$ cat src/nbx_defs.svh
// Purpose: constants for the branch and miscellaneous execution block
// Assumes: 16-bit instruction words, 10-bit program addresses
// Notes: opcode patterns are compared against the top bits of the word
`ifndef NBX_DEFS_SVH
`define NBX_DEFS_SVH

`define NBX_PC_W        10
`define NBX_PC_TOP      10'h3FF
`define NBX_PC_RESET    10'h000
`define NBX_STACK_DEPTH 4
`define NBX_PREDIV_W    15
`define NBX_PREDIV_CLR  5

// top four bits select bit branch, jump and call; conditional branches use the top six
`define NBX_OP_BIT_BR     4'h8
`define NBX_OP_NONZERO    6'h24
`define NBX_OP_NO_CARRY   6'h25
`define NBX_OP_ZERO       6'h26
`define NBX_OP_CARRY      6'h27
`define NBX_OP_JUMP       4'hA
`define NBX_OP_CALL       4'hB
`define NBX_OP_RTS        16'hC000
`define NBX_OP_DEC_ADJ    16'h5600
`define NBX_OP_DEC_ADJ_WR 8'h57
`define NBX_OP_ARITH_STS  8'h4A
`define NBX_OP_MSB        8'h4B
`define NBX_OP_PRESC_STS  8'h4C
// miscellaneous group: top seven bits, nine operand bits; the timer load from memory uses the top eight bits
`define NBX_OP_DEBOUNCE   7'h68
`define NBX_OP_TMR_MEM    8'h69
`define NBX_OP_TMR_IMM    7'h6A
`define NBX_OP_FSET       7'h6B
`define NBX_OP_FCLR       7'h6C
`define NBX_OP_FSET2      7'h6D
`define NBX_OP_FCLR2      7'h6E
`define NBX_OP_PULSE      7'h6F

`define NBX_ADJ_ADD       4'hA
`define NBX_ADJ_MAX_C     4'h9
`define NBX_ADJ_MIN_NC    4'h6

`define NBX_TAP_9       4'h9
`define NBX_TAP_3       4'h3
`define NBX_TAP_15      4'hF
`define NBX_TAP_5       4'h5
`define NBX_TAP_7       4'h7
`define NBX_TAP_11      4'hB
`define NBX_TAP_13      4'hD
`define NBX_TAP_10      4'hA
`define NBX_TAP_8       4'h8
`define NBX_TAP_6       4'h6

`endif

$ cat src/nbx_pkg.sv
// Purpose: shared types for the branch and miscellaneous execution block
// Assumes: constants come from nbx_defs.svh
// Notes: none
`include "nbx_defs.svh"
package nbx_pkg;

	typedef logic [`NBX_PC_W-1:0] nbx_addr_t;

	typedef enum logic [1:0]
	{
		NBX_PC_INC  = 2'b00,
		NBX_PC_LOAD = 2'b01,
		NBX_PC_RET  = 2'b10
	} nbx_pc_sel_t;

	// state the rest of the core reports to this block
	typedef struct packed
	{
		logic [3:0] accumulator;
		logic       carry_flag;
		logic       zero_flag;
		logic       start_condition_two;
		logic       start_condition_prescaler;
		logic       prescaler_stage_fifteen;
		logic [3:0] ram_data;
	} nbx_core_state_t;

	// write-back toward accumulator and ram
	typedef struct packed
	{
		logic       acc_we;
		logic       ram_we;
		logic [3:0] data;
	} nbx_wb_t;

	// one-cycle pulses toward the timer and wake logic
	typedef struct packed
	{
		logic       port_wake_clr;
		logic       prescaler_wake_clr;
		logic       timer_wake_clr;
		logic       timer_stop;
		logic       prescaler_tail_clr;
		logic       timer_start;
		logic [5:0] timer_preset;
	} nbx_pulse_t;

endpackage

$ cat src/nbx_ret_stack.sv
// Purpose: return address stack for subroutine call and return
// Assumes: depth is a power of two, overflow wraps silently
// Notes: a push and a pop never arrive together
`timescale 1ns/1ns
`include "nbx_defs.svh"
module nbx_ret_stack
#(
	parameter int DEPTH = `NBX_STACK_DEPTH
)
(
	input  wire logic               ref_clk,
	input  wire logic               reset,
	input  wire logic               push,
	input  wire logic               pop,
	input  wire nbx_pkg::nbx_addr_t push_addr,
	output nbx_pkg::nbx_addr_t      top_addr
);
	import nbx_pkg::*;

	localparam int PW = $clog2(DEPTH);

	nbx_addr_t        mem_r [DEPTH];
	logic [PW-1:0]    ptr_r;

	// entry below the pointer is the newest one
	assign top_addr = mem_r[ptr_r - PW'(1)];

	always_ff @(posedge ref_clk or posedge reset)
	begin
		if (reset)
			ptr_r <= '0;
		else if (push)
			ptr_r <= ptr_r + PW'(1);
		else if (pop)
			ptr_r <= ptr_r - PW'(1);
	end

	genvar i;
	generate
		for (i = 0; i < DEPTH; i++)
		begin : g_entry
			always_ff @(posedge ref_clk or posedge reset)
			begin
				if (reset)
					mem_r[i] <= `NBX_PC_RESET;
				else if (push && ptr_r == PW'(i))
					mem_r[i] <= push_addr;
			end
		end
	endgenerate
endmodule // nbx_ret_stack

$ cat src/nbx_das.sv
// Purpose: decimal adjust of the accumulator after a subtraction
// Assumes: accumulator holds the result of a subtract instruction
// Notes: carry is never changed here
`timescale 1ns/1ns
`include "nbx_defs.svh"
module nbx_sub_adjust
(
	input  wire logic [3:0] acc_in,
	input  wire logic       carry_in,
	output logic [3:0]      acc_out
);
	// cases outside both table rows are left as they are
	always_comb
	begin
		acc_out = acc_in;
		if (!carry_in && acc_in >= `NBX_ADJ_MIN_NC)
			acc_out = acc_in + `NBX_ADJ_ADD;
		else if (carry_in && acc_in <= `NBX_ADJ_MAX_C)
			acc_out = acc_in;
	end
endmodule // nbx_sub_adjust

$ cat src/nbx_branch_misc_exec.sv
// Purpose: executes decimal adjust, branches, call/return, misc control
//          and status reads of a 4-bit core
// Assumes: one instruction word presented per cycle with instr_valid
// Notes: write-back and pulses are registered, one cycle after issue
`timescale 1ns/1ns
`include "nbx_defs.svh"
module nbx_branch_misc_exec
(
	input  wire logic                     ref_clk,
	input  wire logic                     reset,
	input  wire logic                     instr_valid,
	input  wire logic [15:0]              instr_word,
	input  wire nbx_pkg::nbx_core_state_t core_state,
	output nbx_pkg::nbx_addr_t            program_counter,
	output nbx_pkg::nbx_wb_t              write_back,
	output logic                          carry_we,
	output logic                          carry_value,
	output nbx_pkg::nbx_pulse_t           pulses,
	output logic [3:0]                    timer_clock_tap,
	output logic [3:0]                    debounce_clock_tap,
	output logic                          backup_mode_flag,
	output logic                          segments_blanked,
	output logic                          timer_reload_en
);
	import nbx_pkg::*;

	nbx_addr_t   pc_r;
	nbx_addr_t   pc_nxt;
	nbx_addr_t   stack_top;
	nbx_pc_sel_t pc_sel;
	logic        push;
	logic        pop;
	logic [3:0]  acc;
	logic [3:0]  adj_res;
	logic [8:0]  opnd;
	logic [6:0]  op7;
	logic [5:0]  op6;
	logic        take;
	logic        is_adj;
	logic        is_adj_wr;
	logic        is_misc;

	nbx_wb_t     wb_nxt;
	nbx_pulse_t  pulse_nxt;
	logic        cwe_nxt;
	logic        cval_nxt;

	assign acc     = core_state.accumulator;
	assign opnd    = instr_word[8:0];
	assign op7     = instr_word[15:9];
	assign op6     = instr_word[15:10];
	assign is_adj    = instr_word == `NBX_OP_DEC_ADJ;
	assign is_adj_wr = instr_word[15:8] == `NBX_OP_DEC_ADJ_WR;

	nbx_sub_adjust i_nbx_sub_adjust
	(
		.acc_in   (acc),
		.carry_in (core_state.carry_flag),
		.acc_out  (adj_res)
	);

	nbx_ret_stack i_nbx_ret_stack
	(
		.ref_clk   (ref_clk),
		.reset     (reset),
		.push      (push),
		.pop       (pop),
		.push_addr (pc_r + 10'h001),
		.top_addr  (stack_top)
	);

	// branch decision
	always_comb
	begin
		take = 1'b0;
		push = 1'b0;
		pop  = 1'b0;
		if (instr_valid)
		begin
			if (instr_word[15:12] == `NBX_OP_BIT_BR)
				take = acc[instr_word[11:10]];
			else if (op6 == `NBX_OP_NONZERO)
				take = acc != 4'h0;
			else if (op6 == `NBX_OP_ZERO)
				take = acc == 4'h0;
			else if (op6 == `NBX_OP_NO_CARRY)
				take = !core_state.carry_flag;
			else if (op6 == `NBX_OP_CARRY)
				take = core_state.carry_flag;
			else if (instr_word[15:12] == `NBX_OP_JUMP)
				take = 1'b1;
			else if (instr_word[15:12] == `NBX_OP_CALL)
			begin
				take = 1'b1;
				push = 1'b1;
			end
			else if (instr_word == `NBX_OP_RTS)
				pop = 1'b1;
		end
	end

	always_comb
	begin
		if (pop)
			pc_sel = NBX_PC_RET;
		else if (take)
			pc_sel = NBX_PC_LOAD;
		else
			pc_sel = NBX_PC_INC;
	end

	always_comb
	begin
		unique case (pc_sel)
			NBX_PC_LOAD: pc_nxt = instr_word[9:0];
			NBX_PC_RET:  pc_nxt = stack_top;
			NBX_PC_INC:  pc_nxt = pc_r + 10'h001;
			default:     pc_nxt = pc_r + 10'h001;
		endcase
	end

	always_ff @(posedge ref_clk or posedge reset)
	begin
		if (reset)
			pc_r <= `NBX_PC_RESET;
		else if (instr_valid)
			pc_r <= pc_nxt;
	end

	assign program_counter = pc_r;

	// data write-back for adjust and status reads
	always_comb
	begin
		wb_nxt = '0;
		if (instr_valid)
		begin
			if (is_adj || is_adj_wr)
			begin
				wb_nxt.acc_we = 1'b1;
				wb_nxt.ram_we = is_adj_wr;
				wb_nxt.data   = adj_res;
			end
			else if (instr_word[15:8] == `NBX_OP_ARITH_STS)
			begin
				wb_nxt.acc_we = 1'b1;
				wb_nxt.ram_we = 1'b1;
				wb_nxt.data   = {core_state.carry_flag,
					core_state.zero_flag, 2'b00};
			end
			else if (instr_word[15:8] == `NBX_OP_MSB)
			begin
				wb_nxt.acc_we = 1'b1;
				wb_nxt.ram_we = 1'b1;
				wb_nxt.data   = {1'b0, core_state.start_condition_two,
					1'b0, backup_mode_flag};
			end
			else if (instr_word[15:8] == `NBX_OP_PRESC_STS)
			begin
				wb_nxt.acc_we = 1'b1;
				wb_nxt.ram_we = 1'b1;
				wb_nxt.data   = {core_state.start_condition_prescaler,
					core_state.prescaler_stage_fifteen,
					2'b00};
			end
		end
	end

	always_ff @(posedge ref_clk or posedge reset)
	begin
		if (reset)
			write_back <= '0;
		else
			write_back <= wb_nxt;
	end

	// carry changes from flag set and clear
	always_comb
	begin
		cwe_nxt  = 1'b0;
		cval_nxt = 1'b0;
		if (instr_valid && opnd[0])
		begin
			if (op7 == `NBX_OP_FSET)
			begin
				cwe_nxt  = 1'b1;
				cval_nxt = 1'b1;
			end
			else if (op7 == `NBX_OP_FCLR)
				cwe_nxt = 1'b1;
		end
	end

	always_ff @(posedge ref_clk or posedge reset)
	begin
		if (reset)
		begin
			carry_we    <= 1'b0;
			carry_value <= 1'b0;
		end
		else
		begin
			carry_we    <= cwe_nxt;
			carry_value <= cval_nxt;
		end
	end

	// one-shot pulses and timer loads
	assign is_misc = instr_valid;

	always_comb
	begin
		pulse_nxt = '0;
		if (is_misc && op7 == `NBX_OP_PULSE)
		begin
			pulse_nxt.port_wake_clr      = opnd[0];
			pulse_nxt.prescaler_wake_clr = opnd[3];
			pulse_nxt.timer_wake_clr     = opnd[4];
			pulse_nxt.timer_stop         = opnd[4];
			// software also sets bit three; relied on, not forced
			pulse_nxt.prescaler_tail_clr = opnd[8];
		end
		else if (is_misc && instr_word[15:8] == `NBX_OP_TMR_MEM)
		begin
			pulse_nxt.timer_start  = 1'b1;
			pulse_nxt.timer_preset = {acc[1:0],
				core_state.ram_data};
		end
		else if (is_misc && op7 == `NBX_OP_TMR_IMM)
		begin
			pulse_nxt.timer_start  = 1'b1;
			pulse_nxt.timer_preset = opnd[5:0];
		end
	end

	always_ff @(posedge ref_clk or posedge reset)
	begin
		if (reset)
			pulses <= '0;
		else
			pulses <= pulse_nxt;
	end

	// timer clock select; unlisted codes keep the previous tap
	always_ff @(posedge ref_clk or posedge reset)
	begin
		if (reset)
			timer_clock_tap <= `NBX_TAP_9;
		else if (is_misc && instr_word[15:8] == `NBX_OP_TMR_MEM)
		begin
			case (acc[3:2])
				2'b00: timer_clock_tap <= `NBX_TAP_9;
				2'b01: timer_clock_tap <= `NBX_TAP_3;
				2'b10: timer_clock_tap <= `NBX_TAP_15;
				default: timer_clock_tap <= timer_clock_tap;
			endcase
		end
		else if (is_misc && op7 == `NBX_OP_TMR_IMM)
		begin
			case (opnd[8:6])
				3'b000: timer_clock_tap <= `NBX_TAP_9;
				3'b001: timer_clock_tap <= `NBX_TAP_3;
				3'b010: timer_clock_tap <= `NBX_TAP_15;
				3'b100: timer_clock_tap <= `NBX_TAP_5;
				3'b101: timer_clock_tap <= `NBX_TAP_7;
				3'b110: timer_clock_tap <= `NBX_TAP_11;
				3'b111: timer_clock_tap <= `NBX_TAP_13;
				default: timer_clock_tap <= timer_clock_tap;
			endcase
		end
	end

	// debounce select; reserved patterns leave the tap alone
	always_ff @(posedge ref_clk or posedge reset)
	begin
		if (reset)
			debounce_clock_tap <= `NBX_TAP_10;
		else if (is_misc && op7 == `NBX_OP_DEBOUNCE)
		begin
			case (opnd[2:0])
				3'b001: debounce_clock_tap <= `NBX_TAP_10;
				3'b010: debounce_clock_tap <= `NBX_TAP_8;
				3'b100: debounce_clock_tap <= `NBX_TAP_6;
				default: debounce_clock_tap <= debounce_clock_tap;
			endcase
		end
	end

	always_ff @(posedge ref_clk or posedge reset)
	begin
		if (reset)
			backup_mode_flag <= 1'b0;
		else if (is_misc && op7 == `NBX_OP_FSET && opnd[1])
			backup_mode_flag <= 1'b1;
		else if (is_misc && op7 == `NBX_OP_FCLR && opnd[1])
			backup_mode_flag <= 1'b0;
	end

	always_ff @(posedge ref_clk or posedge reset)
	begin
		if (reset)
			segments_blanked <= 1'b0;
		else if (is_misc && op7 == `NBX_OP_FSET2 && opnd[2])
			segments_blanked <= 1'b1;
		else if (is_misc && op7 == `NBX_OP_FCLR2 && opnd[2])
			segments_blanked <= 1'b0;
	end

	always_ff @(posedge ref_clk or posedge reset)
	begin
		if (reset)
			timer_reload_en <= 1'b0;
		else if (is_misc && op7 == `NBX_OP_FSET2 && opnd[0])
			timer_reload_en <= 1'b1;
		else if (is_misc && op7 == `NBX_OP_FCLR2 && opnd[0])
			timer_reload_en <= 1'b0;
	end
endmodule // nbx_branch_misc_exec

$ cat config.mk
export PLATFORM = sky130hd
export DESIGN_NAME = nbx_branch_misc_exec
export DESIGN_NICKNAME = d
export VERILOG_FILES = /design/src/nbx_pkg.sv /design/src/nbx_ret_stack.sv /design/src/nbx_das.sv /design/src/nbx_branch_misc_exec.sv
export VERILOG_INCLUDE_DIRS = /design/src
export SDC_FILE = /design/constraint.sdc
export NUM_CORES = 1
export LEC_CHECK = 0
export BUFFER_PORTS_ARGS = -buffer_cell sky130_fd_sc_hd__buf_2
export CAP_MARGIN = 20
export CELL_PAD_IN_SITES_DETAIL_PLACEMENT = 1
export CELL_PAD_IN_SITES_GLOBAL_PLACEMENT = 1
export CORE_MARGIN = 2
export CORE_UTILIZATION = 45
export CTS_BUF_LIST = sky130_fd_sc_hd__clkbuf_2
export DETAILED_ROUTE_END_ITERATION = 12
export HOLD_SLACK_MARGIN = 0.02
export PLACE_DENSITY = 0.94
export SETUP_SLACK_MARGIN = 0.15
export SLEW_MARGIN = 0
export SYNTH_ARGS = -nofsm -noshare
export SYNTH_HDL_FRONTEND = slang
export SYNTH_SLANG_ARGS = --single-unit
$ cat constraint.sdc
create_clock -name ref_clk -period 3.5 [get_ports ref_clk]
set_input_delay 0.35 -clock ref_clk [delete_from_list [all_inputs] [get_ports ref_clk]]
set_output_delay 0.35 -clock ref_clk [all_outputs]
set_load 0.01 [all_outputs]
==> results of run 1 <==
flip-flops by register name, indices dropped and copies added (netlist names):
name                   count
pulses                    11
timer_clock_tap            3
i_nbx_ret_stack.mem_r     40
debounce_clock_tap         3
timer_reload_en            1
program_counter           10
segments_blanked           1
carry_we                   1
i_nbx_ret_stack.ptr_r      2
backup_mode_flag           1
write_back                 6
carry_value                1
cell usage after synthesis (all sizes together), types with 2 or more instances:
master | count | area share, %
and4 | 2 | 0.42
o21a | 2 | 0.36
inv | 11 | 1.0
nor2b | 3 | 0.45
nor2 | 33 | 3.0
xnor2 | 5 | 1.1
o31ai | 2 | 0.36
nand3 | 5 | 0.61
dfstp | 3 | 1.9
nand2b | 4 | 0.61
o21ai | 45 | 5.5
a211oi | 2 | 0.36
nor3 | 5 | 0.61
clkbuf | 13 | 1.2
a21oi | 14 | 1.7
dfrtp | 77 | 47
mux4 | 11 | 6.0
ha | 10 | 3.0
a22oi | 10 | 1.8
a21boi | 4 | 0.73
buf | 13 | 1.9
nand4 | 8 | 1.2
nor3b | 4 | 0.85
a211o | 2 | 0.42
mux2i | 6 | 1.5
a31oi | 9 | 1.4
conb | 2 | 0.18
and2 | 7 | 1.1
and3 | 5 | 0.76
or3 | 8 | 1.2
xor2 | 9 | 1.9
nor4 | 5 | 1.1
o32ai | 2 | 0.42
nand2 | 52 | 4.7
mux2 | 7 | 1.9
path summary, 6_finish.rpt:
path	slack [ns]	end
max	1.06	program_counter[2]
min	0.07	debounce_clock_tap[1]
max reg2reg	1.10	program_counter[2]
min reg2reg	0.51	i_nbx_ret_stack.mem_r[29]
max in group asynchronous	2.52	debounce_clock_tap[3]
min in group asynchronous	0.31	pulses[4]
kinds of logic (layout without fill, tap and decap cells):
family / Yosys count / in the layout
and+or+nand+nor: 145 / 145
AOI/OAI and AO/OA: 97 / 97
DFF: 80 / 80
buffers and inverters: 37 / 109
muxes: 24 / 24
xor gates and xnor gates: 14 / 14
adders and majority gates: 10 / 10
other: 2 / 2
routing by layer:
metal	track usage, %	routed length [µm]
met2	41.0	5550
met3	4.39	485
met5	0	0
met4	7.69	197
met1	29.1	4730
layout make-up:
| cell class | count | area [µm²] | share of cell area (%) |
|---|---|---|---|
| clock buffers | 9 | 45.0 | 0.955 |
| clock inverters | 7 | 53.8 | 1.14 |
| inverters | 11 | 41.3 | 0.875 |
| multi-input cells | 292 | 1960 | 41.6 |
| flip-flops and latches | 80 | 2010 | 42.5 |
| well taps | 108 | 135 | 2.86 |
| repair buffers | 82 | 473 | 10.0 |
power groups by stage:
stage / Sequential [µW] / Combinational, µW / Clock, µW
after CTS: 1260 / 805 / 470
after global placement: 1260 / 747 / 0
after detailed placement: 1280 / 799 / 0
after global routing: 1290 / 894 / 508
final: 1260 / 803 / 454
after floorplan: 1260 / 539 / 0
repair_timing:
| item | 4_1_cts | 5_1_grt |
|---|---|---|
| endpoints found under the hold margin | 4 | 16 |
| setup buffers | 0 | 0 |
| hold buffers | 4 | 1 |
metrics by stage:
| stage | utilization (%) | area (µm²) |
|---|---|---|
| 2_1_floorplan | - | 4130 |
| 3_3_place_gp | 51.6 | 4540 |
| 3_5_place_dp | 51.6 | 4540 |
| 4_1_cts | 53.2 | 4680 |
| 5_1_grt | 53.6 | 4720 |
| 6_report | 53.6 | 4720 |
==> metrics.md, run 1 <==
| Metric | Value |
|---|---|
| Status | `finished clean` |
| Wire per inst | `18.6 µm` |
| Critical path endpoint category | `flop` |
| Finished Layout Cells | `589` |
| Average size of a mapped cell | `10.1 µm²` |
| Cell count after placement | `567` |
| Clock transition at the registers of the reported paths | `0.23 ns` |
| Main combinational cell family by area after synthesis | `simple AND/OR/NAND/NOR gates` |
| XOR/XNOR Fraction of Synth Area | `2.97%` |
| CTS tree | `built` |
| Startpoint Class | `primary input` |
| First-pass GRT wire length | `18200 µm` |
| Hold Violations, Final | `0` |
| CP arrival | `2.91 ns` |
| Mux cell area share after synthesis | `9.37%` |
| Power per cell area | `534 nW/µm²` |
| IO Count | `73` |
| Reg2reg path depth | `6` |
| Max-Slew Margin vs Limit | `47.2%` |
| Max-cap violations | `0` |
| Via density | `5.80` |
| Tot Pwr | `2520 µW` |
| Die Y-Extent | `99.8 µm` |
| Worst Hold Launch | `instr_word[1]` |
| Final Net Count | `518` |
| Post-Synthesis Cells | `409` |
| Layout cells sized above 1 | `24.9%` |
| Peak supply drop | `283 µV` |
| Syn. warnings | `0` |
| Sequential share of the synthesized area | `48.6%` |
| RSZ-0062 raised after global routing | `no` |
| Top Family by Delay on Critical Path | `simple AND/OR/NAND/NOR gates` |
| Post-route ant nets | `0` |
| Ys async rst share | `100%` |
| Flops & latches, synth | `80` |
| FP Rows | `34` |
| Post-synthesis adder-cell area fraction | `3.03%` |
| Clock power share | `18.0%` |
| Pleak | `0.00222 µW` |
| Simple-gate portion of the synthesized area | `17.5%` |
| Setup violators final | `0` |
| Slew Limit Fails | `0` |
| P&R area growth vs syn | `14.3%` |
| Global Route Usage Sum | `23.3%` |
| Hold WS | `0.0724 ns` |
| Crit path setup slack, layout | `1.06 ns` |
| Flop pwr share | `50.1%` |
| Min Tclk post-route | `2.44 ns` |
| Compound-Gate Fraction of Synth Area | `14.2%` |
| CTS resizes | `0` |
| DRT Pass-1 Iters | `4` |
| HPWL after DPL | `7880 µm` |
| Synthesized area | `4130 µm²` |
| Pin count of the biggest net entering global routing | `81` |
| Worst-case clock buffer depth | `2` |
| Clock root buffer | `clkbuf_2` |
| Number of inserted diodes | `0` |
| Gate power share | `31.9%` |
| Die Area | `9960 µm²` |
| Worst slack, placed | `0.828 ns` |
| CTS H-tree depth | `3` |
| Fillers | `1014` |
| DRC Markers | `0` |
| CTS buffer count | `9` |
| Commonest non-fill, non-tap cell in the layout | `dfrtp_1` |
| Worst Setup SP | `instr_word[3]` |
| Die Wd | `99.8 µm` |
| Initial antenna violation count | `0` |
| Initial core utilization | `46.9%` |
| Detailed Route Iter0 Violations | `153` |
| WP data required | `3.97 ns` |
| Levels on crit path | `9` |
| Post-Route Setup TNS | `0 ns` |
| Fin crit share | `69.8%` |
| Core box area | `8810 µm²` |
| Worst path cell trace | `dlygate4sd3_1, buf_2, nor4_1, nand2_1, nor4_4, buf_4, nor3b_1, a211o_1, a32o_1` |
| Reg-to-reg critical path startpoint | `i_nbx_ret_stack.ptr_r[0]` |
| Clock skew | `0.0293 ns` |
| Buf+Inv Stages, Crit Path | `3` |
| Vias in the first global route | `3571` |
| PortBufs | `70` |
| Final WL | `11000 µm` |
| Slowest stage delay, CP | `0.55 ns` |
| Worst slew pin tran | `0.786 ns` |
| CP max FO | `20` |
| Placer Congestion | `0.838` |
| Critical path type | `primary input to flop` |
| P_sw | `939 µW` |
| Net Count, Synth | `451` |
| Int Power | `1580 µW` |
| Hold Path Stages | `2` |
| Clk sinks | `80` |
| Grt ovf | `0` |
| Most frequent cells in the layout | `dfrtp_1 (77), buf_2 (70), nand2_1 (52)` |
| HP Class | `primary input to flop` |
| Switching share of power | `37.3%` |
| Via count | `3415` |
| Netlist cell types | `51` |
| Max Clk Rate | `409 MHz` |
| Worst skew pair latency | `0.56 ns` |
| Synth Flop Type | `dfrtp_1` |
| Post-synth EDFFs | `0` |
| CP max-delay cell | `dlygate4sd3_1` |
No activity file was read; power rests on OpenSTA's default activity.
==> run 2: changes to the inputs <==
Settings changed: ABC_AREA set to 1, CORE_UTILIZATION 45 to 43.
Clock period 3.5 ns to 2.4 ns, I/O delays scaled along.
==> metrics.md, run 2 <==
| Metric | Value |
|---|---|
| PortBufs | `70 (unchanged)` |
| Final WL | `16500 µm (+50%)` |
| Largest Register | `i_nbx_ret_stack.mem_r` |
| Pin count of the biggest net entering global routing | `34 (-58%)` |
| Worst slew pin tran | `0.667 ns (-0.119 ns)` |
| Clock transition at the registers of the reported paths | `0.29 ns (+0.06 ns)` |
| Detailed Route Iter0 Violations | `363 (+140%)` |
| Main combinational cell family by area after synthesis | `simple AND/OR/NAND/NOR gates` |
| Post-Synthesis Cells | `570 (+39%)` |
| XOR/XNOR Fraction of Synth Area | `1.39% (-1.6 points)` |
| Reg-to-reg critical path startpoint | `i_nbx_ret_stack.ptr_r[1]` |
| Max Clk Rate | `458 MHz` |
| Ys async rst share | `100% (unchanged)` |
| Pleak | `0.00277 µW (+25%)` |
| Post-synth top area cell | `dfrtp_1` |
| Cell count after placement | `762 (+34%)` |
| Vias in the first global route | `5040 (+41%)` |
| Initial core utilization | `43.6% (-3.3 points)` |
| Clock skew | `0.0524 ns (+0.0231 ns)` |
| Syn. warnings | `0 (unchanged)` |
| Synthesized area | `4420 µm² (+7.0%)` |
| Final Net Count | `702 (+36%)` |
| Net Count, Synth | `612 (+36%)` |
| Worst slack, placed | `0.403 ns (-0.425 ns)` |
| Average size of a mapped cell | `7.75 µm² (-23%)` |
| Hold Violations, Final | `0 (unchanged)` |
| Mux cell area share after synthesis | `0.227% (-9.1 points)` |
| Post-Route Setup TNS | `0 ns (unchanged)` |
| Die Wd | `105 µm (+5.6%)` |
| IO Count | `73 (unchanged)` |
| Setup violators final | `0 (unchanged)` |
| Critical path endpoint category | `flop` |
| HPWL after DPL | `10400 µm (+32%)` |
| Clk sinks | `80 (unchanged)` |
| Worst Setup SP | `instr_word[7]` |
| Max-cap violations | `0 (unchanged)` |
| Peak supply drop | `407 µV (+44%)` |
| Worst-case clock buffer depth | `2 (unchanged)` |
| P&R area growth vs syn | `18.2%` |
| Layout cells sized above 1 | `21.7% (-3.3 points)` |
| Crit path setup slack, layout | `0.218 ns (-0.840 ns)` |
| CTS tree | `built` |
| Synth area leaders | `dfrtp_1 (44%), nand2_1 (11%), o21ai_0 (6.7%)` |
| Max-Slew Margin vs Limit | `55.4% (+8.2 points)` |
| RSZ-0062 raised after global routing | `yes` |
| Dominant cell by count in the synthesized netlist | `nand2_1` |
| CP arrival | `2.69 ns (-0.22 ns)` |
| Status | `finished clean` |
| Commonest non-fill, non-tap cell in the layout | `nand2_1` |
| Top cell type's share of synthesized area | `43.6% (-3.1 points)` |
| Number of inserted diodes | `0 (unchanged)` |
| Startpoint Class | `primary input` |
| Post-route ant nets | `0 (unchanged)` |
| Most frequent cells in the layout | `nand2_1 (124), dfrtp_1 (76), buf_2 (70)` |
| Slew Limit Fails | `0 (unchanged)` |
| Global Route Usage Sum | `31.1% (+7.8 points)` |
| Sequential share of the synthesized area | `45.4% (-3.2 points)` |
| Placer Congestion | `0.925 (+10%)` |
| Core box area | `10100 µm² (+15%)` |
| Fin crit share | `90.9%` |
| Synth cell count leaders | `nand2_1 (125), dfrtp_1 (77), o21ai_0 (59)` |
| CTS H-tree depth | `3 (unchanged)` |
| CTS buffer count | `9 (unchanged)` |
| Flops & latches, synth | `80 (unchanged)` |
| Die Area | `11100 µm² (+12%)` |
| Post-synthesis adder-cell area fraction | `2.83% (-0.20 points)` |
| Max FFs per register | `40 (unchanged)` |
| Worst skew pair latency | `0.60 ns (+0.04 ns)` |
| Clock root buffer | `clkbuf_2` |
| Netlist cell types | `40 (-22%)` |
| Worst Hold Launch | `instr_word[9]` |
| DRC Markers | `0 (unchanged)` |
| Power per cell area | `896 nW/µm² (+68%)` |
| Via count | `4590 (+34%)` |
| WP data required | `2.90 ns (-1.07 ns)` |
| Compound-Gate Fraction of Synth Area | `14.2% (-0.030 points)` |
| Finished Layout Cells | `800 (+36%)` |
| Initial antenna violation count | `0 (unchanged)` |
| Simple-gate portion of the synthesized area | `27.2% (+9.8 points)` |
| FP Rows | `37 (+8.8%)` |
| Grt ovf | `0 (unchanged)` |
| Post-synth EDFFs | `0 (unchanged)` |
| DRT Pass-1 Iters | `5 (+1)` |
| Via density | `5.74 (-1.0%)` |
| HP Class | `primary input to flop` |
| Critical path type | `primary input to flop` |
| Min Tclk post-route | `2.18 ns` |
| Synth Flop Type | `dfrtp_1` |
| First-pass GRT wire length | `26400 µm (+46%)` |
| Die Y-Extent | `105 µm (+5.6%)` |
| CP max FO | `9 (-55%)` |
| Wire per inst | `20.6 µm (+11%)` |
## run 2: changes by cell type after synthesis, sizes merged, moves of 10 or more
cell   delta
mux4     -11
o21ai    +19
nor2     +25
nand3    +37
o22ai    +13
inv      +60
nand2    +83
a22oi    -10
## run 2: kinds of logic (layout without fill, tap and decap cells)
group,after synthesis,after routing
other,2,2
AND/OR/NAND/NOR,267,267
flip-flops,80,80
AO/OA/AOI/OAI,111,111
XOR/XNOR,7,7
buffers and inverters,92,186
adder cells (fa/ha/maj),10,10
multiplexers,1,1
## run 2: cell type report
cell class / count / area [µm²]
clock inverters: 5 / 33.8
well taps: 136 / 170
flip-flops and latches: 80 / 2010
repair buffers: 100 / 646
inverters: 71 / 270
multi-input cells: 398 / 2040
fillers: 1285 / 4920
clock buffers: 10 / 50.0
## run 2: per-layer routing
metal  GRT usage [%]  vias up  part of all wire, %
met4            18.0        0                  5.3
li1                -     2037                    -
met5               0        -                    0
met1            35.6     2270                   38
met3            7.98       67                  6.6
met2            52.4      216                   50
## run 2: critical path: stages
cell           delay [ns]
dlygate4sd3_1        0.54
buf_2                0.16
nor2_1               0.17
nand2_1              0.10
nor3_2               0.21
or2_2                0.16
nand2_2              0.13
a21oi_1              0.17
o21ai_1              0.11
nand2_1              0.07
nor2_1               0.05
dlygate4sd3_1        0.56
## run 2: power breakdown
part           leakage, µW  internal [µW]  switching (µW)
logic              0.00168            655            1350
clock network    0.0000542            135             539
registers          0.00104           1710             284
## run 2: what timing repair did
action / 4_1_cts / 5_1_grt
hold buffers: 22 / 1
resized for setup: 0 / 4
endpoints found under the setup margin: 0 / 5
endpoints found under the hold margin: 43 / 2
setup buffers: 0 / 0
## run 2: path summary, 6_finish.rpt
path	to	slack [ns]	depth (start not counted)
min reg2reg	debounce_clock_tap[1]	0.49	2
max	write_back[3]	0.22	12
max reg2reg	program_counter[8]	0.33	9
min in group asynchronous	pulses[11]	0.20	3
max in group asynchronous	i_nbx_ret_stack.mem_r[9]	1.42	4
min	pulses[11]	0.07	3
## run 2: stage by stage
stage	util (%)	total power (µW)	hold WS (ns)	cell area [µm²]
3_5_place_dp	48.3	3890	0.343	4900
4_1_cts	51.3	4560	0.0238	5200
5_1_grt	51.5	4970	0.0303	5220
2_1_floorplan	-	3150	0.363	4420
6_report	51.5	4680	0.0687	5220
3_3_place_gp	48.3	3730	0.322	4900
